[src/shared/tbp_pkg.sv]
// Function
// - Buzzer wave is half the overflow rate
// - Buzzer enable takes pin, blocks GPIO
// - Timer enable clear stops count, outputs
// - Prescale select sits in mode bits 6:4
// - PWM modulus 256/64/32/16 from two bits
// - PWM set high at counter wrap unless reference is zero
// - PWM high while count below reference
// - Duty equals reference over modulus
// - Count write changes duty at once
// - Reference write compares at once
// - PWM wraps keep setting overflow flag
// - Count write 0xff to zero is overflow
// - Enable with flag set vectors next cycle
// - Reload reference is write-only
// - PWM enable takes pin, blocks GPIO
// - PWM and interrupt requests coexist
// - Auto-reload copies reference on overflow
// - Buzzer/reload bits select modulus in PWM
package tbp_pkg;

  // ----------------------------------------
  // Register map (byte addresses)
  // ----------------------------------------
  localparam logic [7:0] ADDR_MODE = 8'h00;
  localparam logic [7:0] ADDR_COUNT = 8'h04;
  localparam logic [7:0] ADDR_RELOAD = 8'h08;
  localparam logic [7:0] ADDR_STATUS = 8'h0c;

  // ----------------------------------------
  // Mode control fields
  // ----------------------------------------
  localparam int MODE_PWM_EN = 0;
  localparam int MODE_BUZ_EN = 1;
  localparam int MODE_ALOAD = 2;
  localparam int MODE_CKS = 3;
  localparam int MODE_RATE_LO = 4;
  localparam int MODE_RATE_HI = 6;
  localparam int MODE_TIMER_EN = 7;
  localparam logic [7:0] MODE_RESET = 8'h00;

  // ----------------------------------------
  // Status fields
  // ----------------------------------------
  localparam int STAT_FLAG = 0;
  localparam int STAT_IEN = 1;

  // ----------------------------------------
  // Counter constants
  // ----------------------------------------
  localparam logic [7:0] COUNT_RESET = 8'h00;
  localparam logic [7:0] RELOAD_RESET = 8'h00;
  localparam logic [7:0] COUNT_TOP = 8'hff;
  localparam logic [7:0] MASK_256 = 8'hff;
  localparam logic [7:0] MASK_64 = 8'h3f;
  localparam logic [7:0] MASK_32 = 8'h1f;
  localparam logic [7:0] MASK_16 = 8'h0f;
  localparam logic [7:0] INT_VECTOR = 8'h08;

endpackage

[src/logic/tbp_prescaler.sv]
`timescale 1ns/1ps
module tbp_prescaler (
  // Clock and reset
  input wire logic clock,
  input wire logic rst,
  input wire logic ce,
  // Control
  input wire logic run,
  input wire logic ext_sel,
  input wire logic [2:0] rate,
  input wire logic ext_in,
  // Count strobe
  output logic tick
);

  // ----------------------------------------
  // Divider and external edge
  // ----------------------------------------
  logic [7:0] div_reg;
  logic ext_prev_reg;
  logic [7:0] rate_mask;

  // Divide by 2^(8-rate): fcpu/256 at 000 down to fcpu/2 at 111
  assign rate_mask = 8'hff >> rate;

  always_ff @(posedge clock or posedge rst) begin
    if (rst) begin
      div_reg <= 8'h00;
    end else if (ce) begin
      div_reg <= run ? div_reg + 8'h01 : 8'h00;
    end
  end

  always_ff @(posedge clock or posedge rst) begin
    if (rst) begin
      ext_prev_reg <= 1'b0;
    end else if (ce) begin
      ext_prev_reg <= ext_in;
    end
  end

  // External source counts falling edges; rate is ignored then
  always_comb begin
    if (!run) begin
      tick = 1'b0;
    end else if (ext_sel) begin
      tick = ext_prev_reg & ~ext_in;
    end else begin
      tick = (div_reg & rate_mask) == rate_mask;
    end
  end

endmodule

[src/logic/tbp_timer_out.sv]
`timescale 1ns/1ps
module tbp_timer_out (
  // Clock and reset
  input wire logic clock,
  input wire logic rst,
  input wire logic ce,
  // APB slave
  input wire logic psel,
  input wire logic penable,
  input wire logic pwrite,
  input wire logic [7:0] paddr,
  input wire logic [31:0] pwdata,
  output logic [31:0] prdata,
  output logic pready,
  output logic pslverr,
  // External count source
  input wire logic ext_clk_in,
  // Shared output pin
  output logic pin_out,
  output logic pin_oe,
  output logic gpio_disable,
  // Interrupt request
  output logic irq_req,
  output logic [7:0] irq_vector
);

  // ----------------------------------------
  // Registers
  // ----------------------------------------
  logic [7:0] mode_reg;
  logic [7:0] count_reg;
  logic [7:0] count_next;
  logic [7:0] reload_reg;
  logic flag_reg;
  logic flag_next;
  logic ien_reg;
  logic buzz_reg;
  logic pwm_reg;
  logic pwm_next;
  logic [31:0] prdata_reg;
  logic pready_reg;
  logic pslverr_reg;
  logic pin_out_reg;
  logic pin_oe_reg;
  logic irq_reg;

  // ----------------------------------------
  // Decoded controls
  // ----------------------------------------
  logic pwm_en;
  logic buz_en;
  logic aload;
  logic timer_en;
  logic tick;
  logic [7:0] mask;
  logic wrap;
  logic sw_ovf;
  logic ovf;
  logic setup;
  logic access;
  logic wr;
  logic mapped;

  assign pwm_en = mode_reg[tbp_pkg::MODE_PWM_EN];
  assign buz_en = mode_reg[tbp_pkg::MODE_BUZ_EN];
  assign aload = mode_reg[tbp_pkg::MODE_ALOAD];
  assign timer_en = mode_reg[tbp_pkg::MODE_TIMER_EN];

  assign setup = psel & ~penable;
  assign access = psel & penable & pready_reg;
  assign wr = access & pwrite & ~pslverr_reg;
  assign mapped = (paddr == tbp_pkg::ADDR_MODE) ||
                  (paddr == tbp_pkg::ADDR_COUNT) ||
                  (paddr == tbp_pkg::ADDR_RELOAD) ||
                  (paddr == tbp_pkg::ADDR_STATUS);

  // ----------------------------------------
  // Count strobe
  // ----------------------------------------
  tbp_prescaler u_prescaler (
    .clock(clock),
    .rst(rst),
    .ce(ce),
    .run(timer_en),
    .ext_sel(mode_reg[tbp_pkg::MODE_CKS]),
    .rate(mode_reg[tbp_pkg::MODE_RATE_HI:tbp_pkg::MODE_RATE_LO]),
    .ext_in(ext_clk_in),
    .tick(tick)
  );

  // ----------------------------------------
  // Modulus and overflow
  // ----------------------------------------
  // In PWM mode the buzzer and reload bits pick the modulus
  always_comb begin
    if (!pwm_en) begin
      mask = tbp_pkg::MASK_256;
    end else begin
      unique case ({aload, buz_en})
        2'b00: mask = tbp_pkg::MASK_256;
        2'b01: mask = tbp_pkg::MASK_64;
        2'b10: mask = tbp_pkg::MASK_32;
        2'b11: mask = tbp_pkg::MASK_16;
      endcase
    end
  end

  assign wrap = tick & ((count_reg & mask) == mask);
  assign sw_ovf = wr && (paddr == tbp_pkg::ADDR_COUNT) &&
                  (count_reg == tbp_pkg::COUNT_TOP) &&
                  (pwdata[7:0] == 8'h00);
  assign ovf = wrap | sw_ovf;

  // ----------------------------------------
  // Counter
  // ----------------------------------------
  always_comb begin
    if (wr && (paddr == tbp_pkg::ADDR_COUNT)) begin
      count_next = pwdata[7:0];
    end else if (wrap) begin
      if (!pwm_en && aload) begin
        count_next = reload_reg;
      end else begin
        count_next = 8'h00;
      end
    end else if (tick) begin
      count_next = (count_reg + 8'h01) & mask;
    end else begin
      count_next = count_reg;
    end
  end

  always_ff @(posedge clock or posedge rst) begin
    if (rst) begin
      count_reg <= tbp_pkg::COUNT_RESET;
    end else if (ce) begin
      count_reg <= count_next;
    end
  end

  // ----------------------------------------
  // Mode and reload registers
  // ----------------------------------------
  always_ff @(posedge clock or posedge rst) begin
    if (rst) begin
      mode_reg <= tbp_pkg::MODE_RESET;
    end else if (ce && wr && paddr == tbp_pkg::ADDR_MODE) begin
      mode_reg <= pwdata[7:0];
    end
  end

  // Write-only: reads return zero, so software keeps a copy
  always_ff @(posedge clock or posedge rst) begin
    if (rst) begin
      reload_reg <= tbp_pkg::RELOAD_RESET;
    end else if (ce && wr && paddr == tbp_pkg::ADDR_RELOAD) begin
      reload_reg <= pwdata[7:0];
    end
  end

  // ----------------------------------------
  // Overflow flag and interrupt enable
  // ----------------------------------------
  // A hardware overflow beats a software clear in the same cycle
  always_comb begin
    flag_next = flag_reg;
    if (wr && paddr == tbp_pkg::ADDR_STATUS) begin
      flag_next = pwdata[tbp_pkg::STAT_FLAG];
    end
    if (ovf) begin
      flag_next = 1'b1;
    end
  end

  always_ff @(posedge clock or posedge rst) begin
    if (rst) begin
      flag_reg <= 1'b0;
      ien_reg <= 1'b0;
    end else if (ce) begin
      flag_reg <= flag_next;
      if (wr && paddr == tbp_pkg::ADDR_STATUS) begin
        ien_reg <= pwdata[tbp_pkg::STAT_IEN];
      end
    end
  end

  // Request follows the cycle after enable meets a set flag
  always_ff @(posedge clock or posedge rst) begin
    if (rst) begin
      irq_reg <= 1'b0;
    end else if (ce) begin
      irq_reg <= flag_reg & ien_reg;
    end
  end

  // ----------------------------------------
  // Buzzer
  // ----------------------------------------
  // Toggling per overflow halves the overflow rate
  always_ff @(posedge clock or posedge rst) begin
    if (rst) begin
      buzz_reg <= 1'b0;
    end else if (ce) begin
      if (!timer_en) begin
        buzz_reg <= 1'b0;
      end else if (wrap && !pwm_en && buz_en) begin
        buzz_reg <= ~buzz_reg;
      end
    end
  end

  // ----------------------------------------
  // PWM compare
  // ----------------------------------------
  // Live compare means a mid-cycle reference raise can re-raise
  // the output; software avoids it by writing after overflow.
  // The count taken at this edge is compared, so the level carries
  // no extra lag against the wrap and a zero reference stays low
  always_comb begin
    if (wrap && (count_next == 8'h00)) begin
      pwm_next = (reload_reg & mask) != 8'h00;
    end else begin
      pwm_next = (count_next & mask) < (reload_reg & mask);
    end
  end

  always_ff @(posedge clock or posedge rst) begin
    if (rst) begin
      pwm_reg <= 1'b0;
    end else if (ce) begin
      pwm_reg <= timer_en & pwm_en & pwm_next;
    end
  end

  // ----------------------------------------
  // Shared pin
  // ----------------------------------------
  always_ff @(posedge clock or posedge rst) begin
    if (rst) begin
      pin_out_reg <= 1'b0;
      pin_oe_reg <= 1'b0;
    end else if (ce) begin
      pin_out_reg <= pwm_en ? pwm_reg : (buz_en & buzz_reg);
      pin_oe_reg <= pwm_en | buz_en;
    end
  end

  // ----------------------------------------
  // APB slave
  // ----------------------------------------
  // One wait-free access: ready rises for the first access cycle
  always_ff @(posedge clock or posedge rst) begin
    if (rst) begin
      pready_reg <= 1'b0;
      pslverr_reg <= 1'b0;
      prdata_reg <= 32'h0000_0000;
    end else if (ce) begin
      pready_reg <= setup;
      pslverr_reg <= setup & ~mapped;
      if (setup) begin
        unique case (paddr)
          tbp_pkg::ADDR_MODE: prdata_reg <= {24'h000000, mode_reg};
          tbp_pkg::ADDR_COUNT: prdata_reg <= {24'h000000, count_reg};
          tbp_pkg::ADDR_STATUS:
            prdata_reg <= {30'h0, ien_reg, flag_reg};
          default: prdata_reg <= 32'h0000_0000;
        endcase
      end
    end
  end

  // ----------------------------------------
  // Outputs
  // ----------------------------------------
  assign prdata = prdata_reg;
  assign pready = pready_reg;
  assign pslverr = pslverr_reg;
  assign pin_out = pin_out_reg;
  assign pin_oe = pin_oe_reg;
  assign gpio_disable = pin_oe_reg;
  assign irq_req = irq_reg;
  assign irq_vector = tbp_pkg::INT_VECTOR;

endmodule

[config.mk]
export PLATFORM = sky130hd
export DESIGN_NAME = tbp_timer_out
export DESIGN_NICKNAME = d
export VERILOG_FILES = /design/src/shared/tbp_pkg.sv /design/src/logic/tbp_prescaler.sv /design/src/logic/tbp_timer_out.sv
export SDC_FILE = /design/constraint.sdc
export NUM_CORES = 1
export LEC_CHECK = 0
export ABC_AREA = 0
export BUFFER_PORTS_ARGS = -buffer_cell sky130_fd_sc_hd__buf_4
export CORE_MARGIN = 4
export CORE_UTILIZATION = 59
export CTS_BUF_LIST = sky130_fd_sc_hd__clkbuf_4
export CTS_CLUSTER_DIAMETER = 80
export DETAILED_ROUTE_END_ITERATION = 16
export GPL_ROUTABILITY_DRIVEN = 0
export PLACE_DENSITY = 0.89
export SYNTH_ARGS = -nofsm -noshare
export SYNTH_HDL_FRONTEND = slang
export SYNTH_SLANG_ARGS = --single-unit
[constraint.sdc]
create_clock -name clock -period 4.4 [get_ports clock]
set_input_delay 0.44 -clock clock [delete_from_list [all_inputs] [get_ports clock]]
set_output_delay 0.44 -clock clock [all_outputs]
set_load 0.02 [all_outputs]
# Word-level counts from Yosys, hierarchy flattened

Index checks and enable logic that the tools add are counted.
W data, S select, Z words.

Output and inout port bits: 46
Bits of input ports: 47
Register bits after elaboration: 74
Logic and storage cells: 94

Mux-type cells: 16
Reductions and logical operators: 25
Bitwise operators: 24
Shift-type cells: 1
$lt $le $gt $ge: 1
$add $sub $neg: 2
Equality and inequality tests: 10

Operators by type and width:

| kind                  | count |
|---|---|
| $mux W8               | 6 |
| $and A8 B8 Y8         | 5 |
| $pmux W8 S4           | 1 |
| $logic_not A8 Y1      | 3 |
| $pmux W8 S3           | 1 |
| $add A8 B1 Y8 const B | 2 |
| $eq A8 B4 Y1 const B  | 2 |
| $eq A8 B8 Y1          | 2 |
| $and A1 B1 Y1         | 12 |
| $logic_and A1 B1 Y1   | 11 |
| $eq A8 B3 Y1 const B  | 1 |
| $eq A8 B8 Y1 const B  | 1 |
| $lt A8 B8 Y1          | 1 |
| $mux W1               | 8 |
| $reduce_and A2 Y1     | 4 |
| $reduce_bool A8 Y1    | 1 |
| $shr A8 B3 Y8 const A | 1 |
| $not A1 Y1            | 5 |
| $eq A2 B2 Y1 const B  | 2 |
| $logic_or A1 B1 Y1    | 3 |
| $eq A2 B1 Y1 const B  | 1 |
| $logic_not A2 Y1      | 1 |
| $ne A2 B1 Y1 const B  | 1 |
| $or A1 B1 Y1          | 2 |
| 2 further kinds       | 2 |

# Longest topological paths before layout

Depth in word-level cells: 12
Gate-level depth with buffers: 15
Gate-level depth less buffers: 14

# By module

A second synthesis with hierarchy kept.

Cells, all modules: 360
Area, all modules: 3,323.2 µm²

Modules (own cells, without submodules):

| module        | sequential area each (µm²) | cells an instance | area an instance (µm²) | times used |
|---|---|---|---|---|
| tbp_timer_out | 1,026.0                    | 302               | 2,802.7                | 1 |
| tbp_prescaler | 225.2                      | 58                | 520.5                  | 1 |

# Worst setup path before layout

OpenSTA, ideal clock, no wires.

Path type: register -> register
From: register u_prescaler.div_reg[1]
To: register pwm_reg
Buffers on the path: 0
Period minus slack after synthesis: 3.030 ns
Required time: 4.326 ns
Arrival: 2.956 ns
Stages on the path, launching flop included: 15
Path slack: 1.370 ns
Setup time: 0.074 ns
Cell sequence: dfrtp_1 -> o211ai_1 -> a22oi_1 -> a31oi_1 -> nor2_1 -> a31oi_1 -> nor2_1 -> a311oi_1 -> nor2_1 -> ha_1 -> a21o_1 -> a21o_1 -> a211oi_1 -> o221ai_1 -> o21ai_2

Word-level cells in the longest chain between the ends: 11
Elaborated cells on any way between the ends: 14
Those cells by class: order compare (1); eq/ne (1); mux (6); bitwise (4); reduce/logical (2)

RTL lines:

| what                                                       | line                                       | source |
|---|---|---|
| start, declared                                            | tbp_prescaler.sv:19                        | `logic [7:0] div_reg;` |
| start signal, assigned                                     | tbp_prescaler.sv:30                        | `div_reg <= run ? div_reg + 8'h01 : 8'h00;` |
| $and A8 B8 Y8 *                                            | tbp_prescaler.sv:49                        | `tick = (div_reg & rate_mask) == rate_mask;` |
| $eq A8 B8 Y1 *                                             | tbp_prescaler.sv:49                        |  |
| $mux W1 *                                                  | tbp_prescaler.sv:46                        | `end else if (ext_sel) begin` |
| $mux W1 *                                                  | tbp_prescaler.sv:44                        | `if (!run) begin` |
| $mux W8 / $and A1 B1 Y1 (equally long branches)            | tbp_timer_out.sv:126, tbp_timer_out.sv:108 |  |
| $mux W8                                                    | tbp_timer_out.sv:120                       | `end else if (wrap) begin` |
| $mux W8                                                    | tbp_timer_out.sv:118                       | `if (wr && (paddr == tbp_pkg::ADDR_COUNT)) begin` |
| $and A8 B8 Y8 / $logic_not A8 Y1 (equally long branches)   | tbp_timer_out.sv:223, tbp_timer_out.sv:220 |  |
| $lt A8 B8 Y1 / $logic_and A1 B1 Y1 (equally long branches) | tbp_timer_out.sv:223, tbp_timer_out.sv:220 |  |
| $mux W1 *                                                  | tbp_timer_out.sv:220                       | `if (wrap && (count_next == 8'h00)) begin` |
| $and A1 B1 Y1 *                                            | tbp_timer_out.sv:231                       | `pwm_reg <= timer_en & pwm_en & pwm_next;` |
| end signal, assigned                                       | tbp_timer_out.sv:231                       |  |
| end, declared                                              | tbp_timer_out.sv:38                        | `logic pwm_reg;` |

Mark *: on every way between the ends. The rest lies on a longest branch, timed or not.
A chain may end at the register's enable or synchronous reset.

# Final worst setup path

From: register u_prescaler.ext_prev_reg
To: register pwm_reg

Word-level cells in the longest chain between the ends: 10
Elaborated cells on any way between the ends: 13
Those cells by class: order compare (1); mux (6); bitwise (4); reduce/logical (2)

RTL lines:

| what                                                       | line                                       | source |
|---|---|---|
| start, declared                                            | tbp_prescaler.sv:20                        | `logic ext_prev_reg;` |
| start signal, assigned                                     | tbp_prescaler.sv:38                        | `ext_prev_reg <= ext_in;` |
| $and A1 B1 Y1 *                                            | tbp_prescaler.sv:47                        | `tick = ext_prev_reg & ~ext_in;` |
| $mux W1 *                                                  | tbp_prescaler.sv:46                        |  |
| $mux W1 *                                                  | tbp_prescaler.sv:44                        |  |
| $mux W8 / $and A1 B1 Y1 (equally long branches)            | tbp_timer_out.sv:126, tbp_timer_out.sv:108 |  |
| $mux W8                                                    | tbp_timer_out.sv:120                       |  |
| $mux W8                                                    | tbp_timer_out.sv:118                       |  |
| $and A8 B8 Y8 / $logic_not A8 Y1 (equally long branches)   | tbp_timer_out.sv:223, tbp_timer_out.sv:220 |  |
| $lt A8 B8 Y1 / $logic_and A1 B1 Y1 (equally long branches) | tbp_timer_out.sv:223, tbp_timer_out.sv:220 |  |
| $mux W1 *                                                  | tbp_timer_out.sv:220                       |  |
| $and A1 B1 Y1 *                                            | tbp_timer_out.sv:231                       |  |

Marks and branches as above.

==> metrics.cfg <==
[clocking]
cts_tree = done
cts_inserted_buffers = 5
cts_sinks = 50
htreeDepth = 2
cts-root-buf = clkbuf_4
cts_setup_buffers = 0
clkLatencyLatePin_ns = 0.37
holdBufCountCts = 0
clk_pin_slew_ns = 0.14
cts_buffer_depth = 2
cts_resized = 0

[setup_path]
startpoint_type = flip-flop
r2r-start = u_prescaler.ext_prev_reg$_DFFE_PP0P_
reg2reg_depth = 13
worst-path-stages = 13
worst_path_max_delay_cell = o21ai_0
endpoint_kind = flip-flop
cpMostUsedCell = nor2_1
cp_max_fo = 7
r2r-end = pwm_reg$_DFFE_PP0P_
path_class = reg -> reg
arrival_ns = 3.93
cp_num_buf_inv = 0
r2r_slack_ns = 0.78
crit_required_ns = 4.70
cp_cell_sequence = nor2b_1 -> o21ai_0 -> nor2_1 -> a31oi_1 -> nor2_1 -> a311oi_1 -> nor2_1 -> ha_1 -> a21o_1 -> a21o_1 -> a211oi_1 -> o221ai_1 -> o21ai_2
cp_top_family = compound AO/OA/AOI/OAI gates
max_stage_delay_ns = 0.56

[route]
drt_iter0_drc = 351
route.detailed.wl_per_inst_um = 16.6
drcViolationCount = 0
drt.antenna.violating_nets = 0
dr.pass1.iters = 7
wl_um = 8010
vias = 2990
vias_per_cell = 6.19

[grt]
grt_pass1_wl_um = 13200
grt_pass1_vias = 2747
antenna_found_initial = 0
gr-total-overflow = 0
grt_max_degree = 51
gr-usage-all-layers_pct = 22.8

[place]
dpl.hpwl_um = 5980
io_buffers = 36
dp.cells = 475

[power]
p_leak_nw = 1.69
power-per-cell-area_nw_per_um2 = 347
ir_drop_uv = 152

[floorplanning]
io_pins = 93
dieArea_um2 = 6930
rows = 27
die_height_um = 83.2
start_util_pct = 60.6
core-area_um2 = 5510
die_x_um = 83.2

[logic_synthesis]
avgSynthCellArea_um2 = 8.67
syn_area_um2 = 3340
synth_warnings = 0
synth_seq_area_share_pct = 37.5
synth_edf_count = 0
post_synth_num_cell_types = 56
synth_seq_cells = 50
ys.flop_type = dfrtp_1
synthArstFlopShare_pct = 100
netlist_instances = 385

[timing]
period_share_pct = 82.3
fin_tns_setup_ns = 0
fin_skew_ns = 0.00468
setup_viol = 0
maxSlewHeadroom_pct = 32.0
rsz0062_at_grt = false
fmax_mhz = 276
fin_crit_ns = 3.62
hold_violations = 0
tightest_slew_ns = 1.02
drv_slew = 0

[outcome]
outcome = complete, no violations

[cells_and_area]
stdcell_count = 483
syn_to_final_growth_pct = 6.74
insertedDiodeCount = 0
nets = 466
layout_common_cells = dfrtp_1, buf_4, o21ai_0
layout-drive-gt1-share_pct = 17.0
final_common_cell = dfrtp_1

[min_path]
hp-class = in -> async

[job]
maxCapViolations = 0

[power by group]
group	leakage, nW	switching [mW]	internal, mW	total (mW)
sequential	0.629	0.0894	0.516	0.606
clock	0.0286	0.145	0.0597	0.204
combinational	1.03	0.253	0.175	0.427
[worst max path at each step]
stage | slack [ns] | start | end
final | 0.78 | u_prescaler.ext_prev_reg$_DFFE_PP0P_ | pwm_reg$_DFFE_PP0P_
after global routing | 0.65 | mode_reg[0]$_DFFE_PP0P_ | pwm_reg$_DFFE_PP0P_
after CTS | 0.92 | u_prescaler.ext_prev_reg$_DFFE_PP0P_ | pwm_reg$_DFFE_PP0P_
after detailed placement | 0.79 | paddr[5] | pwm_reg$_DFFE_PP0P_
after global placement | 0.81 | paddr[5] | pwm_reg$_DFFE_PP0P_
after floorplan | 1.37 | u_prescaler.div_reg[1]$_DFFE_PP0P_ | pwm_reg$_DFFE_PP0P_
[metrics by stage]
step	util, %	total power, mW	instance area (um2)	hold WS (ns)	worst slack, ns
2_1_floorplan	-	0.926	3450	0.467	1.37
3_3_place_gp	63.8	0.991	3510	0.465	0.806
3_5_place_dp	63.8	1.03	3510	0.473	0.788
4_1_cts	64.7	1.23	3560	0.303	0.924
5_1_grt	64.7	1.32	3560	0.302	0.648
6_report	64.7	1.24	3560	0.304	0.777
[synth_stat cells, drive strengths merged (5+ instances only)]
master / instances / area, um2
dfrtp: 50 / 1250
o21ai: 39 / 199
buf: 35 / 260
nand2: 34 / 128
nor2: 27 / 101
inv: 23 / 86.3
a21oi: 17 / 85.1
mux2: 17 / 191
nand3: 16 / 80.1
clkbuf: 15 / 56.3
mux2i: 12 / 120
a31oi: 9 / 56.3
ha: 9 / 113
and3: 7 / 43.8
o22ai: 6 / 37.5
nor2b: 5 / 31.3
or4: 5 / 41.3
[cell families after synthesis]
kind of cell,Yosys count,synth area share (%)
mux,29,9.33
buf+inv,73,12.1
other cells,2,0.225
xor+xnor,2,0.525
flops,50,37.5
compound gates,99,18.2
fa+ha+maj,9,3.37
simple gates,121,18.8
[per-layer routing]
| layer | vias to the layer above | share of wire (%) | global-route usage (%) |
|---|---|---|---|
| met5 | - | 0 | 0 |
| met4 | 0 | 2.8 | 6.98 |
| met3 | 40 | 9.6 | 4.66 |
| met2 | 188 | 47 | 38.0 |
| met1 | 1397 | 40 | 29.9 |
| li1 | 1365 | - | - |
[area by class of cell]
class / count / area (um2)
Multi-Input combinational cell: 292 / 1800
Clock buffer: 5 / 37.5
Fill cell: 452 / 1940
Timing Repair Buffer: 38 / 285
Inverter: 23 / 86.3
Clock inverter: 3 / 16.3
Sequential cell: 50 / 1250
Tap cell: 72 / 90.1
[worst register-to-register path, stage by stage, from the launching register on]
cell and delay (ns):
dfrtp_1 0.41, nor2b_1 0.15, o21ai_0 0.56, nor2_1 0.29, a31oi_1 0.23, nor2_1 0.08
a311oi_1 0.44, nor2_1 0.10, ha_1 0.33, a21o_1 0.18, a21o_1 0.17, a211oi_1 0.24
o221ai_1 0.20, o21ai_2 0.19
(Power assumes the default switching activity.)
